### src/hw/gain_curve_pkg.sv
/*
 * Register map, field layout and reset values for the profile 3 curve
 * registers and the gain start and mode control words.
 * Assumes a classic Wishbone master with 32-bit data on the same clock.
 */
// Notes on behaviour
// - Step register upper byte holds rising gain step, reset zero.
// - Step register lower byte holds falling gain step, reset FF.
// - Index register upper byte holds start index, reset zero.
// - Index register lower byte holds stop index, reset 9F.
// - Sixteen-bit start gain time register, reset zero.
// - Sixteen-bit hold gain time register, reset zero.
// - Slope factor lsb at control bit 15, upper three at mode bits 4-2.
// - Internal start enable: 0 external start, 1 periodic internal start.
// - Two-bit memory bank select, default bank zero.
// - Writing 1 to manual start gives one start pulse; 0 does nothing.
// - Nine-bit fixed gain code for fixed-gain mode, reset zero.
// - Mode word layout: mode, profile, override, resistor, swap, off, slope.
// - Mode 00 external, 01 ramp, 10 fixed gain, 11 internal non-uniform.
// - Override 0 uses profile pins; 1 uses profile register field.
// - Swap 0 attenuation first; 1 amplifier gain first.
// - Attenuator off bit 0 enables, 1 disables attenuator.
`default_nettype none
package gain_curve_pkg;
    // ------------------------------------------------------------
    // Register indices, byte address is four times the index
    // ------------------------------------------------------------
    localparam logic [7:0] IDX_STEP_PAIR = 8'hB1;
    localparam logic [7:0] IDX_INDEX_PAIR = 8'hB2;
    localparam logic [7:0] IDX_START_TIME = 8'hB3;
    localparam logic [7:0] IDX_HOLD_TIME = 8'hB4;
    localparam logic [7:0] IDX_START_CTRL = 8'hB5;
    localparam logic [7:0] IDX_MODE_CTRL = 8'hB6;
    localparam logic [7:0] IDX_STATUS = 8'hB8;
    // ------------------------------------------------------------
    // Reset values
    // ------------------------------------------------------------
    localparam logic [15:0] RST_STEP_PAIR = 16'h00FF;
    localparam logic [15:0] RST_INDEX_PAIR = 16'h009F;
    localparam logic [15:0] RST_TIME = 16'h0000;
    localparam logic [15:0] RST_CTRL = 16'h0000;
    // ------------------------------------------------------------
    // Field positions
    // ------------------------------------------------------------
    localparam int SC_SLOPE_LSB = 15;
    localparam int SC_INT_START = 14;
    localparam int SC_MANUAL_START = 10;
    localparam logic [1:0] PROFILE_3 = 2'h3;

    typedef enum logic [1:0] {
        MODE_EXT_NONUNIFORM,
        MODE_RAMP,
        MODE_FIXED_GAIN,
        MODE_INT_NONUNIFORM
    } curve_mode_t;

    typedef struct packed {
        logic [1:0] mode;
        logic [1:0] profile_reg;
        logic pin_profile_override;
        logic [3:0] input_resistor_select;
        logic attenuator_order_swap;
        logic attenuator_off;
        logic [2:0] slope_factor_upper;
        logic [1:0] reserved;
    } mode_ctrl_t;

    typedef struct packed {
        logic slope_factor_lsb;
        logic int_start_en;
        logic [1:0] mem_bank;
        logic reserved_hi;
        logic manual_start;
        logic reserved_lo;
        logic [8:0] fixed_gain_code;
    } start_ctrl_t;

    typedef struct packed {
        logic [7:0] rise_step;
        logic [7:0] fall_step;
        logic [7:0] start_index;
        logic [7:0] stop_index;
        logic [15:0] start_time;
        logic [15:0] hold_time;
    } profile_params_t;
endpackage
`default_nettype wire

### src/hw/gain_curve_regs.sv
/*
 * Profile 3 curve registers and gain start / mode control words,
 * decoded for the gain-curve generator.
 * Assumes a classic Wishbone master and the generator on clk.
 */
`default_nettype none
module gain_curve_regs (
    input wire logic clk,
    input wire logic rst,
    input wire logic wb_cyc_i,
    input wire logic wb_stb_i,
    input wire logic wb_we_i,
    input wire logic [9:0] wb_adr_i,
    input wire logic [3:0] wb_sel_i,
    input wire logic [31:0] wb_dat_i,
    output logic [31:0] wb_dat_o,
    output logic wb_ack_o,
    input wire logic [1:0] profile_select_pins,
    output logic [1:0] active_profile,
    output gain_curve_pkg::curve_mode_t curve_mode,
    output logic [3:0] slope_factor,
    output logic int_start_en,
    output logic manual_start_pulse,
    output logic [1:0] mem_bank,
    output logic [8:0] fixed_gain_code,
    output logic [3:0] input_resistor_select,
    output logic atten_first,
    output logic attenuator_en,
    output logic p3_params_valid,
    output gain_curve_pkg::profile_params_t p3_params
);
    // ------------------------------------------------------------
    // Register storage
    // ------------------------------------------------------------
    logic [15:0] step_pair_r;
    logic [15:0] index_pair_r;
    logic [15:0] start_time_r;
    logic [15:0] hold_time_r;
    gain_curve_pkg::start_ctrl_t start_ctrl_r;
    gain_curve_pkg::mode_ctrl_t mode_ctrl_r;
    logic [1:0] pin_s1_r, pin_s2_r, pin_s3_r, pin_stable_r;
    logic [1:0] active_profile_nxt;
    logic [7:0] idx;
    logic req, wr;
    logic [15:0] wmask;

    function automatic logic [15:0] merge(input logic [15:0] old, input logic [15:0] nw,
                                          input logic [15:0] m);
        merge = (old & ~m) | (nw & m);
    endfunction

    assign idx = wb_adr_i[9:2];
    assign req = wb_cyc_i && wb_stb_i && !wb_ack_o;
    assign wr = req && wb_we_i;
    assign wmask = {{8{wb_sel_i[1]}}, {8{wb_sel_i[0]}}};

    // ------------------------------------------------------------
    // Bus answer: one wait state, unmapped reads zero
    // ------------------------------------------------------------
    always_ff @(posedge clk) begin
        if (rst) begin
            wb_ack_o <= 1'b0;
        end else begin
            wb_ack_o <= req;
        end
    end

    always_ff @(posedge clk) begin
        if (rst) begin
            wb_dat_o <= 32'h0000_0000;
        end else if (req && !wb_we_i) begin
            case (idx)
                gain_curve_pkg::IDX_STEP_PAIR: wb_dat_o <= {16'h0000, step_pair_r};
                gain_curve_pkg::IDX_INDEX_PAIR: wb_dat_o <= {16'h0000, index_pair_r};
                gain_curve_pkg::IDX_START_TIME: wb_dat_o <= {16'h0000, start_time_r};
                gain_curve_pkg::IDX_HOLD_TIME: wb_dat_o <= {16'h0000, hold_time_r};
                gain_curve_pkg::IDX_START_CTRL: wb_dat_o <= {16'h0000, start_ctrl_r};
                gain_curve_pkg::IDX_MODE_CTRL: wb_dat_o <= {16'h0000, mode_ctrl_r};
                gain_curve_pkg::IDX_STATUS: wb_dat_o <= {30'h0000_0000, active_profile};
                default: wb_dat_o <= 32'h0000_0000;
            endcase
        end
    end

    // ------------------------------------------------------------
    // Profile 3 parameter registers
    // ------------------------------------------------------------
    always_ff @(posedge clk) begin
        if (rst) begin
            step_pair_r <= gain_curve_pkg::RST_STEP_PAIR;
            index_pair_r <= gain_curve_pkg::RST_INDEX_PAIR;
            start_time_r <= gain_curve_pkg::RST_TIME;
            hold_time_r <= gain_curve_pkg::RST_TIME;
        end else if (wr) begin
            if (idx == gain_curve_pkg::IDX_STEP_PAIR) begin
                step_pair_r <= merge(step_pair_r, wb_dat_i[15:0], wmask);
            end
            if (idx == gain_curve_pkg::IDX_INDEX_PAIR) begin
                index_pair_r <= merge(index_pair_r, wb_dat_i[15:0], wmask);
            end
            if (idx == gain_curve_pkg::IDX_START_TIME) begin
                start_time_r <= merge(start_time_r, wb_dat_i[15:0], wmask);
            end
            if (idx == gain_curve_pkg::IDX_HOLD_TIME) begin
                hold_time_r <= merge(hold_time_r, wb_dat_i[15:0], wmask);
            end
        end
    end

    // ------------------------------------------------------------
    // Control words; reserved bits stored without effect
    // ------------------------------------------------------------
    always_ff @(posedge clk) begin
        if (rst) begin
            start_ctrl_r <= gain_curve_pkg::RST_CTRL;
            mode_ctrl_r <= gain_curve_pkg::RST_CTRL;
        end else if (wr) begin
            if (idx == gain_curve_pkg::IDX_START_CTRL) begin
                start_ctrl_r <= merge(start_ctrl_r, wb_dat_i[15:0], wmask);
            end
            if (idx == gain_curve_pkg::IDX_MODE_CTRL) begin
                mode_ctrl_r <= merge(mode_ctrl_r, wb_dat_i[15:0], wmask);
            end
        end
    end

    // One-shot start on a write of 1 to the manual start bit
    always_ff @(posedge clk) begin
        if (rst) begin
            manual_start_pulse <= 1'b0;
        end else begin
            manual_start_pulse <= wr && idx == gain_curve_pkg::IDX_START_CTRL &&
                wb_sel_i[1] && wb_dat_i[gain_curve_pkg::SC_MANUAL_START];
        end
    end

    // ------------------------------------------------------------
    // Profile pins: three-stage sync, change when stages 2 and 3 agree
    // ------------------------------------------------------------
    always_ff @(posedge clk) begin
        if (rst) begin
            pin_s1_r <= 2'h0;
            pin_s2_r <= 2'h0;
            pin_s3_r <= 2'h0;
            pin_stable_r <= 2'h0;
        end else begin
            pin_s1_r <= profile_select_pins;
            pin_s2_r <= pin_s1_r;
            pin_s3_r <= pin_s2_r;
            if (pin_s2_r == pin_s3_r) begin
                pin_stable_r <= pin_s3_r;
            end
        end
    end

    always_comb begin
        if (mode_ctrl_r.pin_profile_override) begin
            active_profile_nxt = mode_ctrl_r.profile_reg;
        end else begin
            active_profile_nxt = pin_stable_r;
        end
    end

    always_ff @(posedge clk) begin
        if (rst) begin
            active_profile <= 2'h0;
        end else begin
            active_profile <= active_profile_nxt;
        end
    end

    // ------------------------------------------------------------
    // Decoded outputs toward the gain-curve generator
    // ------------------------------------------------------------
    always_ff @(posedge clk) begin
        if (rst) begin
            curve_mode <= gain_curve_pkg::MODE_EXT_NONUNIFORM;
            slope_factor <= 4'h0;
            int_start_en <= 1'b0;
            mem_bank <= 2'h0;
            fixed_gain_code <= 9'h000;
            input_resistor_select <= 4'h0;
            atten_first <= 1'b1;
            attenuator_en <= 1'b1;
        end else begin
            curve_mode <= gain_curve_pkg::curve_mode_t'(mode_ctrl_r.mode);
            slope_factor <= {mode_ctrl_r.slope_factor_upper,
                             start_ctrl_r.slope_factor_lsb};
            int_start_en <= start_ctrl_r.int_start_en;
            mem_bank <= start_ctrl_r.mem_bank;
            fixed_gain_code <= start_ctrl_r.fixed_gain_code;
            input_resistor_select <= mode_ctrl_r.input_resistor_select;
            atten_first <= !mode_ctrl_r.attenuator_order_swap;
            attenuator_en <= !mode_ctrl_r.attenuator_off;
        end
    end

    always_ff @(posedge clk) begin
        if (rst) begin
            p3_params_valid <= 1'b0;
            p3_params <= '0;
        end else if (active_profile_nxt == gain_curve_pkg::PROFILE_3) begin
            p3_params_valid <= 1'b1;
            p3_params <= {step_pair_r, index_pair_r, start_time_r, hold_time_r};
        end else begin
            p3_params_valid <= 1'b0;
            p3_params <= '0;
        end
    end

    // ------------------------------------------------------------
    // Checks
    // ------------------------------------------------------------
    a_step_reset: assert property (@(posedge clk) $fell(rst) |->
        step_pair_r == 16'h00FF && index_pair_r == 16'h009F)
        else $error("step or index reset value wrong");
    a_times_reset: assert property (@(posedge clk) $fell(rst) |->
        start_time_r == 16'h0000 && hold_time_r == 16'h0000)
        else $error("time reset value wrong");
    a_step_write: assert property (@(posedge clk) disable iff (rst)
        wr && idx == 8'hB1 && wb_sel_i == 4'h3 |=> step_pair_r == $past(wb_dat_i[15:0]))
        else $error("step register write lost");
    a_index_write: assert property (@(posedge clk) disable iff (rst)
        wr && idx == gain_curve_pkg::IDX_INDEX_PAIR && wb_sel_i[1:0] == 2'h3 |=>
        index_pair_r == $past(wb_dat_i[15:0]))
        else $error("index register write lost");
    a_hold_write: assert property (@(posedge clk) disable iff (rst)
        wr && idx == 8'hB4 && wb_sel_i[1:0] == 2'h3 |=> hold_time_r == $past(wb_dat_i[15:0]))
        else $error("hold time write lost");
    a_slope_join: assert property (@(posedge clk) disable iff (rst)
        1'b1 |=> slope_factor == {$past(mode_ctrl_r[4:2]), $past(start_ctrl_r[15])})
        else $error("slope factor assembly wrong");
    a_start_copy: assert property (@(posedge clk) disable iff (rst)
        1'b1 |=> int_start_en == $past(start_ctrl_r[14]) &&
        mem_bank == $past(start_ctrl_r[13:12]) &&
        fixed_gain_code == $past(start_ctrl_r[8:0]))
        else $error("start control copy wrong");
    a_manual_pulse: assert property (@(posedge clk) disable iff (rst)
        manual_start_pulse |=> !manual_start_pulse)
        else $error("manual start longer than one cycle");
    a_manual_cause: assert property (@(posedge clk) disable iff (rst)
        wr && idx == 8'hB5 && wb_sel_i[1] |=> manual_start_pulse == $past(wb_dat_i[10]))
        else $error("manual start not from write");
    a_mode_copy: assert property (@(posedge clk) disable iff (rst)
        1'b1 |=> curve_mode == $past(mode_ctrl_r[15:14]))
        else $error("curve mode not from mode word");
    a_profile_choice: assert property (@(posedge clk) disable iff (rst)
        mode_ctrl_r[11] |=> active_profile == $past(mode_ctrl_r[13:12]))
        else $error("register profile select ignored");
    a_pin_profile: assert property (@(posedge clk) disable iff (rst)
        !mode_ctrl_r[11] |=> active_profile == $past(pin_stable_r))
        else $error("pin profile select ignored");
    a_p3_gate: assert property (@(posedge clk) disable iff (rst)
        active_profile != 2'h3 |-> !p3_params_valid && p3_params == '0)
        else $error("profile 3 parameters leak");
    a_order_swap: assert property (@(posedge clk) disable iff (rst)
        1'b1 |=> atten_first == !$past(mode_ctrl_r[6]))
        else $error("attenuator order wrong");
    a_atten_off: assert property (@(posedge clk) disable iff (rst)
        $rose(mode_ctrl_r[5]) |=> !attenuator_en)
        else $error("attenuator not disabled");
    a_ack_once: assert property (@(posedge clk) disable iff (rst)
        wb_ack_o |=> !wb_ack_o)
        else $error("ack held two cycles");
endmodule
`default_nettype wire

### config.mk
export PLATFORM = sky130hd
export DESIGN_NAME = gain_curve_regs
export DESIGN_NICKNAME = d
export VERILOG_FILES = /design/src/hw/gain_curve_pkg.sv /design/src/hw/gain_curve_regs.sv
export SDC_FILE = /design/constraint.sdc
export NUM_CORES = 1
export LEC_CHECK = 0
export ABC_CLOCK_PERIOD_IN_PS = 2000
export BUFFER_PORTS_ARGS = -buffer_cell sky130_fd_sc_hd__buf_2
export CAP_MARGIN = 20
export CORE_MARGIN = 5
export CORE_UTILIZATION = 25
export CTS_CLUSTER_SIZE = 28
export DETAILED_ROUTE_END_ITERATION = 12
export PLACE_DENSITY_LB_ADDON = 0.05
export SETUP_SLACK_MARGIN = 0.5
export SLEW_MARGIN = 20
export SYNTH_ARGS = -nofsm -noshare
export SYNTH_HDL_FRONTEND = slang
export SYNTH_SLANG_ARGS = --single-unit
### constraint.sdc
create_clock -name clk -period 2 [get_ports clk]
set_input_delay 0.3 -clock clk [delete_from_list [all_inputs] [get_ports clk]]
set_output_delay 0.3 -clock clk [all_outputs]
set_load 0.01 [all_outputs]
==> impl_metrics.ini <==
[grt]
grt_max_degree = 70
antenna_found_initial = 0
grt.overflow.total = 0
grt_pass1_wl_um = 41800
grtUsageTotal_pct = 15.4
first_global_vias = 6504

[synthesis]
synth_top_family_by_area = simple AND/OR/NAND/NOR gates
yosys_warnings = 0
syn_inst = 806
ys_types = 51
yosysTopAreaCell = dfxtp_1
synth_compound_area_share_pct = 11.5
synth_xor_area_share_pct = 0.222
yosysTopAreaCellShare_pct = 54.1
synth_edf_count = 0
yosysSeqAreaShare_pct = 54.1
muxShareOfSynthArea_pct = 8.09
synth_area_sq_um = 7880
synth_fa_ha_area_share_pct = 0
yosys-top-cells-area = dfxtp_1, mux2i_1, and2_1, nand2_1, a21oi_1
ys_seq_elements = 213
async_flop_share_pct = 0
synth-simple-area-share_pct = 21.5
synth_ff_type = dfxtp_1
avgSynthCellArea_sq_um = 9.78

[routing]
post-route-drc-count = 0
drtIter0Drc = 322
ant_nets = 0
drt_first_pass_iters = 4
num_vias = 6314
viasPerCell = 4.52
wl_per_cell_um = 20.0
wl_um = 28000

[clocking]
clock_sinks = 213
path_clk_slew_ps = 60
cts_tree = yes
cts_buffers = 25
clockBufferDepth = 3
clkLatencyLatePin_ps = 510
cts-root-buf = clkbuf_16
htree_levels = 1

[floorplanning]
die_area_sq_um = 35200
ioPinCount = 178
die_w_um = 188
coreArea_sq_um = 31300
rows = 65
start_util_pct = 25.2
die_h_um = 188

[setup_path]
slowest_delay_ps = 330
crit_family = simple AND/OR/NAND/NOR gates
reg2reg_setup_slack_ps = 440
cp_num_buf_inv = 1
start_kind = register
r2r_start = wb_ack_o
cp-end-kind = register
critPathSlowestCell = dfxtp_2
worstPathArrival_ps = 1960
reg2regPathDepth = 6
crit_type = reg2reg
critPathRequiredTime_ps = 2400
cp_max_fo = 8
crit_chain = and3b_1 > and3_4 > nand4_1 > buf_6 > and2_4 > a211o_1

[timing]
relSlewSlack_pct = 48.5
skew_ps = 7.06
fin_crit_ps = 1560
holdWs_ps = 108
finalMaxSlewViolations = 0
hold_violations = 0
fin_ws_ps = 444
worst_pin_slew_ps = 771
finalCritPeriodShare_pct = 77.8
fmax_mhz = 643
setup_viol = 0
rsz0062_at_grt = true

[run]
drv_cap = 0

[placement]
io_buffers = 141
dp_slack_ps = -164
place_hpwl_um = 20100
gp_congestion = 0.748

[pwr]
total_power_mw = 8.99
p_leak_nw = 4.53
ir_drop_mv = 0.464
power_density_nw_per_um2 = 858

[worst_hold_path]
worstHoldStart = wb_dat_i[15]
min_path_cells = 3
hold_class = in2reg

[final_layout]
area_growth_pct = 33.0
fill_cells = 3286
drive_above_1_share_pct = 31.5
n_antenna_cell = 0
nNetsFinal = 1033

[status]
outcome = complete, no violations
## layer usage
metal | track usage [%] | part of all wire, % | vias to the layer above
met5 | 0 | 0 | -
met1 | 20.6 | 45 | 3009
met3 | 2.62 | 4.8 | 32
met4 | 2.94 | 1.5 | 0
li1 | - | - | 3100
met2 | 26.4 | 49 | 173
## how the worst max path moves through the flow
stage / startpoint / endpoint / slack (ps) / cells after the start
final: wb_ack_o / register / 440 / 6
after global routing: wb_ack_o / register / 370 / 6
after CTS: wb_ack_o / register / 420 / 6
after detailed placement: wb_adr_i[4] / register / -160 / 7
after global placement: wb_adr_i[4] / register / -130 / 7
after floorplan: wb_adr_i[8] / register / 350 / 6
## worst reg2reg max path, stage by stage (launching register included)
cell and delay (ps):
dfxtp_2 330, and3b_1 230, and3_4 250, nand4_1 120, buf_6 160, and2_4 150, a211o_1 210
## cell families after synthesis
logic type | count (synthesis)
AOI/OAI and AO/OA | 134
xor gates and xnor gates | 2
buffers and inverters | 71
DFF | 213
muxes | 62
other | 1
and+or+nand+nor | 323
## cells in the final DEF (no fill, tap or decap), types with 14 or more instances in the layout
| cell | count |
|---|---|
| dfxtp_1 | 212 |
| buf_2 | 139 |
| nand2_1 | 90 |
| and2_1 | 66 |
| a21oi_1 | 48 |
| mux2i_1 | 48 |
| nor2_1 | 42 |
| buf_4 | 41 |
| nor2b_1 | 34 |
| clkbuf_16 | 26 |
| nand3_1 | 25 |
| conb_1 | 16 |
| mux2_2 | 14 |
| a211o_1 | 14 |
## layout make-up
class	instances	area (sq um)	area share, %
Timing Repair Buffer	201	1330	12.7
Clock inverter	10	83.8	0.800
Tap cell	402	503	4.80
Multi-Input combinational cell	537	3590	34.3
Sequential cell	213	4270	40.7
Inverter	2	8.76	0.0836
Clock buffer	33	696	6.64
## report_power, final
part	switching, mW	internal (mW)
Clock	1.78	2.57
Combinational	0.267	0.123
Sequential	0.00421	4.25
Total	2.05	6.94
## timing repair
item | CTS | global route
endpoints found under the setup margin | 111 | 146
setup buffers | 2 | 7
gates cloned | 0 | 2
endpoints found under the hold margin | 2 | 0
hold buffers | 2 | 0
resized for setup | 20 | 47
pin swaps | 8 | 28
## cells in the mapped netlist, types with 6 or more instances
library cell / n
dfxtp_1: 213
nand2_1: 96
and2_1: 76
a21oi_1: 58
mux2i_1: 48
nor2_1: 45
nor2b_1: 34
nand3_1: 32
clkbuf_1: 27
buf_2: 19
buf_4: 19
a211o_1: 14
mux2_2: 14
a221oi_1: 11
a22oi_1: 9
and3_1: 9
a22o_1: 7
o22ai_1: 7
nand2b_1: 6
o21ai_0: 6
## through the flow
stage                     cells  TNS (ps)  instance area, sq um  util, %
final                      1398         0                 10500     33.5
after global routing       1398         0                 10500     33.5
after CTS                  1389         0                 10200     32.6
after detailed placement   1342     -2840                  9330     29.8
after global placement     1342     -1840                  9330     29.8
after floorplan             821         0                  8060        -
No activity file was read; power rests on OpenSTA's default activity.
